## config.mk

```make
export PLATFORM = sky130hd
export DESIGN_NAME = pvs_pcm_slot
export DESIGN_NICKNAME = d
export VERILOG_FILES = /design/src/rtl/pvs_pkg.sv /design/src/rtl/pvs_pcm_slot.sv /design/src/rtl/pvs_sync_edge.sv
export SDC_FILE = /design/constraint.sdc
export NUM_CORES = 1
export LEC_CHECK = 0
export CELL_PAD_IN_SITES_DETAIL_PLACEMENT = 0
export CELL_PAD_IN_SITES_GLOBAL_PLACEMENT = 2
export CORE_UTILIZATION = 44
export DETAILED_ROUTE_END_ITERATION = 8
export DONT_BUFFER_PORTS = 1
export PLACE_DENSITY_LB_ADDON = 0.1
export SLEW_MARGIN = 10
export SYNTH_ARGS = -nofsm -noshare
export SYNTH_HDL_FRONTEND = slang
export SYNTH_HIERARCHICAL = 1
export SYNTH_SLANG_ARGS = --single-unit
```

## constraint.sdc

```tcl
create_clock -name clock -period 11.45 [get_ports clock]
set_input_delay 0.5725 -clock clock [delete_from_list [all_inputs] [get_ports clock]]
set_output_delay 0.5725 -clock clock [all_outputs]
set_load 0.03 [all_outputs]
```

## src/rtl/pvs_pkg.sv

```systemverilog
// Package for the PCM voice slot interface: register map, fields, timing
// Summary of operation
// - Master drives bit clock and frame sync; slave takes both as inputs
// - Two independent interfaces exist, each sharing its pins with I2S
// - Up to three full-duplex voice channels share one bus by slot
// - Each 8 or 16 kHz sample interval holds at most 16 slots
// - Slot count follows the interface rate: 1, 2, 4, 8 or 16 slots
// - A channel transmits and receives in the same slot number
// - Data output is released during slots no active channel owns
// - Data output releases after the falling clock edge of the last bit
// - Short or long frame sync selectable in master and slave mode
// - Short sync: one-bit high pulse per frame, on a rising clock edge
// - Short-sync slave samples sync on a fall; slot 0 starts next rise
// - Long sync: three-bit high pulse starting with slot zero's first bit
// - Narrowband uses 13 of 16 bits, position and order configurable
// - Unused bits ignored on receive; filled with 0, 1, sign or value
// - Default: 13-bit two's complement, left-justified, MSB first
// - Transparent wideband: 16-bit samples, typically master at 4 kHz sync
// - Transparent mode also works as slave, with rate matching by software
// - Codec mode carries linear 16-bit samples at 16 kHz frame rate
// - A host command starts burst mode with bit clock up to 24 MHz
// - All settings are written by host firmware, not mapped registers; here they sit in a register map on the firmware port
package pvs_pkg;

  typedef enum logic [1:0] {
    PVS_NARROW,
    PVS_WIDEBAND,
    PVS_CODEC,
    PVS_MODE_RSVD
  } pvs_mode_e;

  typedef enum logic [1:0] {
    PVS_FILL_ZERO,
    PVS_FILL_ONE,
    PVS_FILL_SIGN,
    PVS_FILL_PROG
  } pvs_fill_e;

  typedef struct packed {
    logic pins_own;
    pvs_mode_e mode;
    logic right_just;
    logic lsb_first;
    logic burst;
    logic long_sync;
    logic master;
    logic enable;
  } pvs_ctrl_s;

  typedef struct packed {
    logic [2:0][3:0] slot;
    logic [2:0] ch_en;
    logic [2:0] count_code;
  } pvs_slot_s;

  typedef struct packed {
    logic [2:0] fill_val;
    pvs_fill_e fill_mode;
  } pvs_fmt_s;

  // Register indices on the firmware port
  localparam logic [3:0] ADDR_CTRL = 4'h0;
  localparam logic [3:0] ADDR_SLOT = 4'h1;
  localparam logic [3:0] ADDR_FMT = 4'h2;
  localparam logic [3:0] ADDR_DIV = 4'h3;
  localparam logic [3:0] ADDR_TX0 = 4'h4;
  localparam logic [3:0] ADDR_RX0 = 4'h7;
  localparam logic [3:0] ADDR_STAT = 4'hA;

  localparam pvs_ctrl_s CTRL_RST = '0;
  localparam pvs_slot_s SLOT_RST = '0;
  localparam pvs_fmt_s FMT_RST = '0;
  localparam logic [7:0] DIV_RST = 8'h08;

  // Status fields
  localparam int STAT_RX_LSB = 0;
  localparam int STAT_TX_LSB = 3;
  localparam int STAT_FRM_LSB = 8;

  // Timing, in picoseconds, and cycle counts at the system clock
  localparam int CLK_PS = 10000;
  localparam int BCLK_LOW_PS = 41000;
  localparam int BURST_LOW_PS = 20800;
  localparam logic [7:0] MIN_HALF = 8'((BCLK_LOW_PS + CLK_PS - 1) / CLK_PS);
  localparam logic [7:0] BURST_HALF =
    8'((BURST_LOW_PS + CLK_PS - 1) / CLK_PS);

  localparam logic [7:0] LONG_SYNC_BITS = 8'h03;
  localparam logic [2:0] MAX_CODE = 3'h4;
  localparam logic [3:0] LAST_POS = 4'hF;

endpackage

```

## src/rtl/pvs_pcm_slot.sv

```systemverilog
// Slotted PCM voice interface, master or slave, with firmware register port
`timescale 1ns/10ps
module pvs_pcm_slot (
  // System
  input wire logic clock,
  input wire logic rst_n,
  // Firmware register port
  input wire logic [3:0] reg_addr,
  input wire logic [31:0] reg_wdata,
  input wire logic reg_wr,
  input wire logic reg_rd,
  output logic [31:0] reg_rdata,
  // Bit clock pin
  input wire logic bclk_i,
  output logic bclk_o,
  output logic bclk_oe,
  // Frame sync pin
  input wire logic fsync_i,
  output logic fsync_o,
  output logic fsync_oe,
  // Serial data pins
  input wire logic din_i,
  output logic dout_o,
  output logic dout_oe
);

  typedef enum logic [1:0] {
    ST_IDLE,
    ST_HUNT,
    ST_RUN
  } pvs_state_e;

  pvs_pkg::pvs_ctrl_s ctrl_q;
  pvs_pkg::pvs_slot_s slot_q;
  pvs_pkg::pvs_fmt_s fmt_q;
  logic [7:0] div_q;
  logic [2:0][15:0] tx_q;
  logic [2:0][15:0] rx_q;
  logic [2:0] rx_full_q;
  logic [2:0] tx_taken_q;
  logic [7:0] frame_cnt_q;
  logic [31:0] rdata_q;

  pvs_state_e state_q;
  logic [7:0] div_cnt_q;
  logic bclk_q;
  logic bclk_oe_q;
  logic fsync_q;
  logic fsync_oe_q;
  logic sync_prev_q;
  logic [7:0] bit_q;
  logic [15:0] cur_q;
  logic [15:0] rx_sh_q;
  logic dout_q;
  logic dout_oe_q;

  logic s_rise;
  logic s_fall;
  logic [1:0] dat_s;
  logic sync_s;
  logic din_s;
  logic active;
  logic run;
  logic tog;
  logic rise_ev;
  logic fall_ev;
  logic [7:0] half;
  logic [2:0] code;
  logic [7:0] frame_last;
  logic [7:0] nb;
  logic [2:0] own_tx;
  logic [2:0] own_rx;
  logic [15:0] tx_word;
  logic [15:0] sh_d;
  logic [2:0] rx_set;
  logic [2:0] tx_set;
  logic [2:0] rx_clr;
  logic [2:0] tx_clr;

  // Owner of a slot: {hit, channel}; lowest channel wins a clash
  function automatic logic [2:0] slot_owner(
    input logic [3:0] s,
    input pvs_pkg::pvs_slot_s c
  );
    logic [2:0] r;
    r = 3'h0;
    for (int i = 2; i >= 0; i--) begin
      if (c.ch_en[i] && c.slot[i] == s) begin
        r = {1'b1, 2'(i)};
      end
    end
    return r;
  endfunction

  // Sample to slot word on transmit
  function automatic logic [15:0] build_word(
    input logic [15:0] s,
    input pvs_pkg::pvs_ctrl_s c,
    input pvs_pkg::pvs_fmt_s f
  );
    logic [2:0] fill;
    fill = 3'h0;
    case (f.fill_mode)
      pvs_pkg::PVS_FILL_ONE: fill = 3'h7;
      pvs_pkg::PVS_FILL_SIGN: fill = {3{s[12]}};
      pvs_pkg::PVS_FILL_PROG: fill = f.fill_val;
      default: fill = 3'h0;
    endcase
    if (c.mode != pvs_pkg::PVS_NARROW) begin
      return s;
    end
    return c.right_just ? {fill, s[12:0]} : {s[12:0], fill};
  endfunction

  // Slot word to sign-extended sample on receive; fill bits dropped
  function automatic logic [15:0] take_word(
    input logic [15:0] w,
    input pvs_pkg::pvs_ctrl_s c
  );
    if (c.mode != pvs_pkg::PVS_NARROW) begin
      return w;
    end
    return c.right_just ? {{3{w[12]}}, w[12:0]} : {{3{w[15]}}, w[15:3]};
  endfunction

  // Pin inputs pass two flip-flops before use
  pvs_sync_edge #(
    .W(1)
  ) u_bclk_sync (
    .clock(clock),
    .rst_n(rst_n),
    .d(bclk_i),
    .q(),
    .rise(s_rise),
    .fall(s_fall)
  );

  pvs_sync_edge #(
    .W(2)
  ) u_dat_sync (
    .clock(clock),
    .rst_n(rst_n),
    .d({fsync_i, din_i}),
    .q(dat_s),
    .rise(),
    .fall()
  );

  assign sync_s = dat_s[1];
  assign din_s = dat_s[0];

  // Pins count as owned only when not lent to the I2S function
  assign active = ctrl_q.enable & ctrl_q.pins_own;
  assign run = (state_q == ST_RUN);

  always_comb begin
    code = (slot_q.count_code > pvs_pkg::MAX_CODE) ?
      pvs_pkg::MAX_CODE : slot_q.count_code;
    frame_last = 8'((32'd16 << code) - 32'd1);
    nb = (bit_q == frame_last) ? 8'h00 : bit_q + 8'h01;
    if (ctrl_q.burst) begin
      half = pvs_pkg::BURST_HALF;
    end else if (div_q < pvs_pkg::MIN_HALF) begin
      half = pvs_pkg::MIN_HALF;
    end else begin
      half = div_q;
    end
    tog = active & ctrl_q.master & (div_cnt_q >= half - 8'h01);
    rise_ev = ctrl_q.master ? (tog & ~bclk_q) : (s_rise & active);
    fall_ev = ctrl_q.master ? (tog & bclk_q) : (s_fall & active);
    own_tx = slot_owner(nb[7:4], slot_q);
    own_rx = slot_owner(bit_q[7:4], slot_q);
    tx_word = (nb[3:0] == 4'h0) ?
      build_word(tx_q[own_tx[1:0]], ctrl_q, fmt_q) : cur_q;
    sh_d = ctrl_q.lsb_first ? {din_s, rx_sh_q[15:1]} :
      {rx_sh_q[14:0], din_s};
  end

  // Firmware configuration writes
  always_ff @(posedge clock or negedge rst_n) begin
    if (!rst_n) begin
      ctrl_q <= pvs_pkg::CTRL_RST;
      slot_q <= pvs_pkg::SLOT_RST;
      fmt_q <= pvs_pkg::FMT_RST;
      div_q <= pvs_pkg::DIV_RST;
      tx_q <= '0;
    end else if (reg_wr) begin
      case (reg_addr)
        pvs_pkg::ADDR_CTRL: begin
          ctrl_q <= pvs_pkg::pvs_ctrl_s'(reg_wdata[8:0]);
        end
        pvs_pkg::ADDR_SLOT: begin
          slot_q <= pvs_pkg::pvs_slot_s'(reg_wdata[17:0]);
        end
        pvs_pkg::ADDR_FMT: begin
          fmt_q <= pvs_pkg::pvs_fmt_s'(reg_wdata[4:0]);
        end
        pvs_pkg::ADDR_DIV: begin
          div_q <= reg_wdata[7:0];
        end
        default: begin
          for (int i = 0; i < 3; i++) begin
            if (reg_addr == 4'(pvs_pkg::ADDR_TX0 + i)) begin
              tx_q[i] <= reg_wdata[15:0];
            end
          end
        end
      endcase
    end
  end

  // Sticky flags, write one to clear; a new event wins over the clear
  always_comb begin
    rx_clr = 3'h0;
    tx_clr = 3'h0;
    if (reg_wr && reg_addr == pvs_pkg::ADDR_STAT) begin
      rx_clr = reg_wdata[pvs_pkg::STAT_RX_LSB +: 3];
      tx_clr = reg_wdata[pvs_pkg::STAT_TX_LSB +: 3];
    end
    rx_set = 3'h0;
    tx_set = 3'h0;
    if (fall_ev && run && own_rx[2] && bit_q[3:0] == pvs_pkg::LAST_POS) begin
      rx_set[own_rx[1:0]] = 1'b1;
    end
    if (rise_ev && run && own_tx[2] && nb[3:0] == 4'h0) begin
      tx_set[own_tx[1:0]] = 1'b1;
    end
  end

  // Flags let firmware match sample rates in slave transparent mode
  always_ff @(posedge clock or negedge rst_n) begin
    if (!rst_n) begin
      rx_full_q <= 3'h0;
      tx_taken_q <= 3'h0;
    end else begin
      rx_full_q <= (rx_full_q & ~rx_clr) | rx_set;
      tx_taken_q <= (tx_taken_q & ~tx_clr) | tx_set;
    end
  end

  // Read data stands in the cycle after the strobe only
  always_ff @(posedge clock or negedge rst_n) begin
    if (!rst_n) begin
      rdata_q <= 32'h0000_0000;
    end else if (!reg_rd) begin
      rdata_q <= 32'h0000_0000;
    end else begin
      case (reg_addr)
        pvs_pkg::ADDR_CTRL: rdata_q <= 32'(ctrl_q);
        pvs_pkg::ADDR_SLOT: rdata_q <= 32'(slot_q);
        pvs_pkg::ADDR_FMT: rdata_q <= 32'(fmt_q);
        pvs_pkg::ADDR_DIV: rdata_q <= 32'(div_q);
        4'h4: rdata_q <= 32'(tx_q[0]);
        4'h5: rdata_q <= 32'(tx_q[1]);
        4'h6: rdata_q <= 32'(tx_q[2]);
        4'h7: rdata_q <= 32'(rx_q[0]);
        4'h8: rdata_q <= 32'(rx_q[1]);
        4'h9: rdata_q <= 32'(rx_q[2]);
        pvs_pkg::ADDR_STAT: begin
          rdata_q <= {16'h0000, frame_cnt_q, 2'h0, tx_taken_q, rx_full_q};
        end
        default: rdata_q <= 32'h0000_0000;
      endcase
    end
  end

  // Master bit clock divider
  always_ff @(posedge clock or negedge rst_n) begin
    if (!rst_n) begin
      div_cnt_q <= 8'h00;
      bclk_q <= 1'b0;
    end else if (!(active && ctrl_q.master)) begin
      div_cnt_q <= 8'h00;
      bclk_q <= 1'b0;
    end else if (tog) begin
      div_cnt_q <= 8'h00;
      bclk_q <= ~bclk_q;
    end else begin
      div_cnt_q <= div_cnt_q + 8'h01;
    end
  end

  // Pin drivers for clock and sync in master mode only
  always_ff @(posedge clock or negedge rst_n) begin
    if (!rst_n) begin
      bclk_oe_q <= 1'b0;
      fsync_oe_q <= 1'b0;
    end else begin
      bclk_oe_q <= active & ctrl_q.master;
      fsync_oe_q <= active & ctrl_q.master;
    end
  end

  // Frame lock: master runs at once, slave waits for a sync
  always_ff @(posedge clock or negedge rst_n) begin
    if (!rst_n) begin
      state_q <= ST_IDLE;
    end else begin
      case (state_q)
        ST_IDLE: begin
          if (active) begin
            state_q <= ctrl_q.master ? ST_RUN : ST_HUNT;
          end
        end
        ST_HUNT: begin
          if (!active) begin
            state_q <= ST_IDLE;
          end else if (fall_ev && sync_s) begin
            state_q <= ST_RUN;
          end
        end
        ST_RUN: begin
          if (!active) begin
            state_q <= ST_IDLE;
          end
        end
        default: state_q <= ST_IDLE;
      endcase
    end
  end

  // Bit position in the frame; slave realigns on every sync
  always_ff @(posedge clock or negedge rst_n) begin
    if (!rst_n) begin
      bit_q <= 8'hFF;
      sync_prev_q <= 1'b0;
    end else if (!active) begin
      bit_q <= frame_last;
      sync_prev_q <= 1'b0;
    end else if (fall_ev && !ctrl_q.master) begin
      sync_prev_q <= sync_s;
      if (sync_s && !ctrl_q.long_sync) begin
        bit_q <= frame_last;
      end else if (sync_s && !sync_prev_q) begin
        bit_q <= 8'h00;
      end
    end else if (rise_ev) begin
      bit_q <= nb;
    end
  end

  // Master frame sync, short or long
  always_ff @(posedge clock or negedge rst_n) begin
    if (!rst_n) begin
      fsync_q <= 1'b0;
      frame_cnt_q <= 8'h00;
    end else if (!(active && ctrl_q.master)) begin
      fsync_q <= 1'b0;
    end else if (rise_ev) begin
      if (ctrl_q.long_sync) begin
        fsync_q <= (nb < pvs_pkg::LONG_SYNC_BITS);
      end else begin
        fsync_q <= (nb == frame_last);
      end
      if (nb == 8'h00) begin
        frame_cnt_q <= frame_cnt_q + 8'h01;
      end
    end
  end

  // Transmit: launch on rising edge, release after last falling edge
  always_ff @(posedge clock or negedge rst_n) begin
    if (!rst_n) begin
      cur_q <= 16'h0000;
      dout_q <= 1'b0;
      dout_oe_q <= 1'b0;
    end else if (!active) begin
      dout_oe_q <= 1'b0;
    end else if (rise_ev) begin
      cur_q <= tx_word;
      dout_q <= ctrl_q.lsb_first ? tx_word[nb[3:0]] :
        tx_word[pvs_pkg::LAST_POS - nb[3:0]];
      dout_oe_q <= run & own_tx[2];
    end else if (fall_ev && bit_q[3:0] == pvs_pkg::LAST_POS) begin
      dout_oe_q <= 1'b0;
    end
  end

  // Receive: sample on falling edge in the channel's own slot
  always_ff @(posedge clock or negedge rst_n) begin
    if (!rst_n) begin
      rx_sh_q <= 16'h0000;
      rx_q <= '0;
    end else if (fall_ev && run && own_rx[2]) begin
      rx_sh_q <= sh_d;
      if (bit_q[3:0] == pvs_pkg::LAST_POS) begin
        rx_q[own_rx[1:0]] <= take_word(sh_d, ctrl_q);
      end
    end
  end

  assign reg_rdata = rdata_q;
  assign bclk_o = bclk_q;
  assign bclk_oe = bclk_oe_q;
  assign fsync_o = fsync_q;
  assign fsync_oe = fsync_oe_q;
  assign dout_o = dout_q;
  assign dout_oe = dout_oe_q;

  a_clk_drive_master: assert property (
    @(posedge clock) disable iff (!rst_n)
    bclk_oe |-> $past(ctrl_q.master))
    else $error("bit clock driven outside master mode");

  a_idle_slot_off: assert property (
    @(posedge clock) disable iff (!rst_n)
    (rise_ev && !own_tx[2]) |=> !dout_oe)
    else $error("data driven in an unowned slot");

  a_last_bit_release: assert property (
    @(posedge clock) disable iff (!rst_n)
    (fall_ev && bit_q[3:0] == 4'hF) |=> !dout_oe)
    else $error("data not released after last bit");

  a_short_sync_pulse: assert property (
    @(posedge clock) disable iff (!rst_n)
    (rise_ev && active && ctrl_q.master && !ctrl_q.long_sync)
    |=> fsync_o == (bit_q == $past(frame_last)))
    else $error("short sync not one bit before slot zero");

  a_long_sync_end: assert property (
    @(posedge clock) disable iff (!rst_n)
    (rise_ev && active && ctrl_q.master && ctrl_q.long_sync &&
     nb == 8'h03) |=> !fsync_o)
    else $error("long sync not three bits long");

  a_slave_short_lock: assert property (
    @(posedge clock) disable iff (!rst_n)
    (fall_ev && active && !ctrl_q.master && !ctrl_q.long_sync && sync_s)
    |=> bit_q == $past(frame_last))
    else $error("slave did not align slot zero to sync");

  a_frame_wrap_zero: assert property (
    @(posedge clock) disable iff (!rst_n)
    (rise_ev && active && bit_q == frame_last) |=> bit_q == 8'h00)
    else $error("frame did not wrap to bit zero");

  a_sign_fill_bits: assert property (
    @(posedge clock) disable iff (!rst_n)
    (ctrl_q.mode == pvs_pkg::PVS_NARROW && !ctrl_q.right_just &&
     fmt_q.fill_mode == pvs_pkg::PVS_FILL_SIGN && nb[3:0] == 4'h0)
    |-> tx_word[2:0] == {3{tx_word[15]}})
    else $error("sign fill bits wrong");

  a_burst_half_rate: assert property (
    @(posedge clock) disable iff (!rst_n)
    (tog && ctrl_q.burst) |-> div_cnt_q == 8'h02)
    else $error("burst clock period wrong");

  a_unmapped_read_zero: assert property (
    @(posedge clock) disable iff (!rst_n)
    (reg_rd && reg_addr > 4'hA) |=> reg_rdata == 32'h0000_0000)
    else $error("unmapped read not zero");

endmodule

```

## src/rtl/pvs_sync_edge.sv

```systemverilog
// Two-stage input synchroniser with edge detection
`timescale 1ns/10ps
module pvs_sync_edge #(
  parameter int W = 1
) (
  // System
  input wire logic clock,
  input wire logic rst_n,
  // Asynchronous inputs
  input wire logic [W-1:0] d,
  // Synchronised levels and one-cycle edge pulses
  output logic [W-1:0] q,
  output logic [W-1:0] rise,
  output logic [W-1:0] fall
);

  logic [W-1:0] meta_q;
  logic [W-1:0] q_q;
  logic [W-1:0] prev_q;

  always_ff @(posedge clock or negedge rst_n) begin
    if (!rst_n) begin
      meta_q <= '0;
      q_q <= '0;
      prev_q <= '0;
    end else begin
      meta_q <= d;
      q_q <= meta_q;
      prev_q <= q_q;
    end
  end

  assign q = q_q;
  assign rise = q_q & ~prev_q;
  assign fall = ~q_q & prev_q;

endmodule

```

==> flow_metrics.py <==
metrics = {
    "outcome": {
        "status": "complete, no violations",
    },
    "sta": {
        "fmax_ghz": 0.187,
        "tightestPinTransition_ps": 996,
        "fin_crit_ps": 5360,
        "post-route-period-util": 0.468,
        "slew_viol_final": 0,
        "finalSetupViolCount": 0,
        "tns_ps": 0,
        "fin_skew_ps": 13.5,
        "grt_setup_unrepaired": "no",
        "layout_setup_ws_ps": 6090,
        "hold_violations": 0,
        "holdWs_ps": 32.8,
        "relSlewSlack": 0.335,
    },
    "clock_tree": {
        "cts_buffer_depth": 3,
        "clockRootBuffer": "clkbuf_16",
        "post_cts_buffers": 0,
        "clk_latency_ps": 570,
        "cts_max_level": 1,
        "cts_buffers": 27,
        "clk_pin_slew_ps": 60,
        "cts.sinks": 231,
        "cts_tree": "yes",
    },
    "drt": {
        "via_per_inst": 6.20,
        "ant_nets": 0,
        "drt_iter0_drc": 758,
        "wl_per_cell_um": 25.2,
        "firstDrtPassIters": 7,
        "drc_errors": 0,
        "routed_wirelength_um": 40800,
        "dr_total_vias": 10044,
    },
    "power_and_ir_drop": {
        "clockPowerShare": 0.277,
        "power.leakage_nw": 6.12,
        "switching_power_mw": 1.27,
        "ir_drop_mv": 0.119,
        "swShare": 0.406,
        "intPower_mw": 1.86,
        "combinationalPowerShare": 0.350,
        "p_seq_frac": 0.373,
        "p_per_area_nw_per_um2": 220,
    },
    "global_route": {
        "grt_antenna_before_repair": 0,
        "grtUsageTotal": 0.275,
        "grt_pass1_vias": 9920,
        "grt_max_degree": 232,
        "gr-total-overflow": 0,
        "grt_pass1_wl_um": 63500,
    },
    "die": {
        "fp.dieH_um": 173,
        "design.die.area_um2": 30100,
        "die_w_um": 173,
        "core-area_um2": 28800,
        "rows": 62,
        "start_util": 0.449,
        "io_pins": 81,
    },
    "place": {
        "pre_cts_ws_ps": 5720,
        "place_inst": 1567,
        "dp_hpwl_um": 28400,
        "io_buffer_count": 0,
        "gp_congestion": 0.860,
    },
    "cells_and_area": {
        "drive_gt1_frac": 0.215,
        "seqCellArea_um2": 5790,
        "instances_no_fill": 1619,
        "final_common_cell": "dfrtp_1",
        "area_delta_synth_final_pct": 9.81,
        "multiInputGateArea_um2": 6710,
        "final_cell_mix": "221 x dfrtp_1, 145 x mux2_2, 90 x nand2_1, 84 x nor2_1, 50 x a21oi_1",
        "num-fill-cells": 2682,
        "final_nets": 1272,
        "antenna_cells": 0,
    },
    "worst_setup_path": {
        "worst_setup_path_end_kind": "flip-flop",
        "worstPathRequired_ps": 11890,
        "r2r_slack_ps": 6090,
        "worstPathArrival_ps": 5790,
        "crit_path_start_kind": "flip-flop",
        "reg2reg_from": "div_q[5]$_DFFE_PN0P_",
        "crit_start": "div_q[5]$_DFFE_PN0P_",
        "path_class": "reg2reg",
        "cpMaxStageDelayCell": "and3_2",
        "cp_num_buf_inv": 2,
        "max_stage_delay_ps": 700,
        "crit_fanout": 34,
        "rr_worst_depth": 18,
        "cp_top_family": "simple AND/OR/NAND/NOR gates",
        "r2r_end": "rx_q[16]$_DFFE_PN0P_",
        "cpMostUsedCell": "a21o_1",
        "crit_chain": "or3_1 > nor4b_1 > inv_1 > a21oi_1 > ha_1 > xnor2_1 > ha_1 > a21o_1 > a21o_1 > a21o_1 > a21o_1 > a211o_1 > nand2_1 > o31ai_1 > and3_2 > nor4b_4 > buf_4 > mux2_2",
    },
    "yosys": {
        "yosysWarnings": 6,
        "avgSynthCellArea_um2": 10.5,
        "postSynthCellCount": 1236,
        "syn_area_um2": 12900,
    },
    "worst_hold_path": {
        "hp-class": "in2reg",
        "min_to": "u_bclk_sync/meta_q$_DFF_PN0_",
        "min_path_cells": 0,
        "hp-start": "bclk_i",
    },
    "run": {
        "maxCapViolations": 0,
    },
}
## through the flow
stage	area, µm²	total power [mW]	utilization
2_1_floorplan	13000	1.92	-
3_3_place_gp	13200	2.24	0.460
3_5_place_dp	13200	2.24	0.460
4_1_cts	14200	3.12	0.492
5_1_grt	14200	3.30	0.493
6_report	14200	3.12	0.493
## cell type report
type | count | area share
clock buffers | 34 | 0.0530
multi-input cells | 904 | 0.473
flip-flops and latches | 231 | 0.408
well taps | 384 | 0.0338
repair buffers | 26 | 0.0167
clock inverters | 15 | 0.00943
inverters | 25 | 0.00661
## power by group through the flow
stage,Sequential (mW),Clock [mW],Combinational [mW]
finish,1.16,0.866,1.09
CTS,1.16,0.877,1.09
global route,1.18,0.911,1.20
floorplan,1.05,0,0.875
global placement,1.17,0,1.06
detailed placement,1.17,0,1.06
## repair_timing
| item | CTS | global route |
|---|---|---|
| hold buffers | 1 | 1 |
| gates resized for setup | 0 | 0 |
| endpoints found under the hold margin | 231 | 70 |
## sequential cells by signal, summed over array words and instances (netlist names), 2 cells and up
signal,count
rx_q,48
tx_q,48
reg_rdata,18
slot_q,18
cur_q,16
rx_sh_q,16
ctrl_q,9
bit_q,8
div_cnt_q,8
div_q,8
frame_cnt_q,8
fmt_q,5
rx_full_q,3
tx_taken_q,3
state_q,2
u_dat_sync/meta_q,2
u_dat_sync/q,2
## routing by layer
layer  global-route usage  share of wire  vias up
met2                0.422           0.45      304
met4               0.0782          0.029        0
li1                     -              -     4553
met3               0.0399          0.055       56
met1                0.403           0.47     5131
met5                    0              0        -
## how the worst max path moves through the flow
stage	endpoint	slack (ps)	depth (start not counted)
final	rx_q[16]$_DFFE_PN0P_	6090	18
after global routing	rx_q[28]$_DFFE_PN0P_	5630	18
after CTS	rx_q[16]$_DFFE_PN0P_	5670	18
after detailed placement	rx_q[17]$_DFFE_PN0P_	5720	18
after global placement	rx_q[44]$_DFFE_PN0P_	5710	18
after floorplan	rx_q[22]$_DFFE_PN0P_	6690	19
No activity file was read; power rests on OpenSTA's default activity.
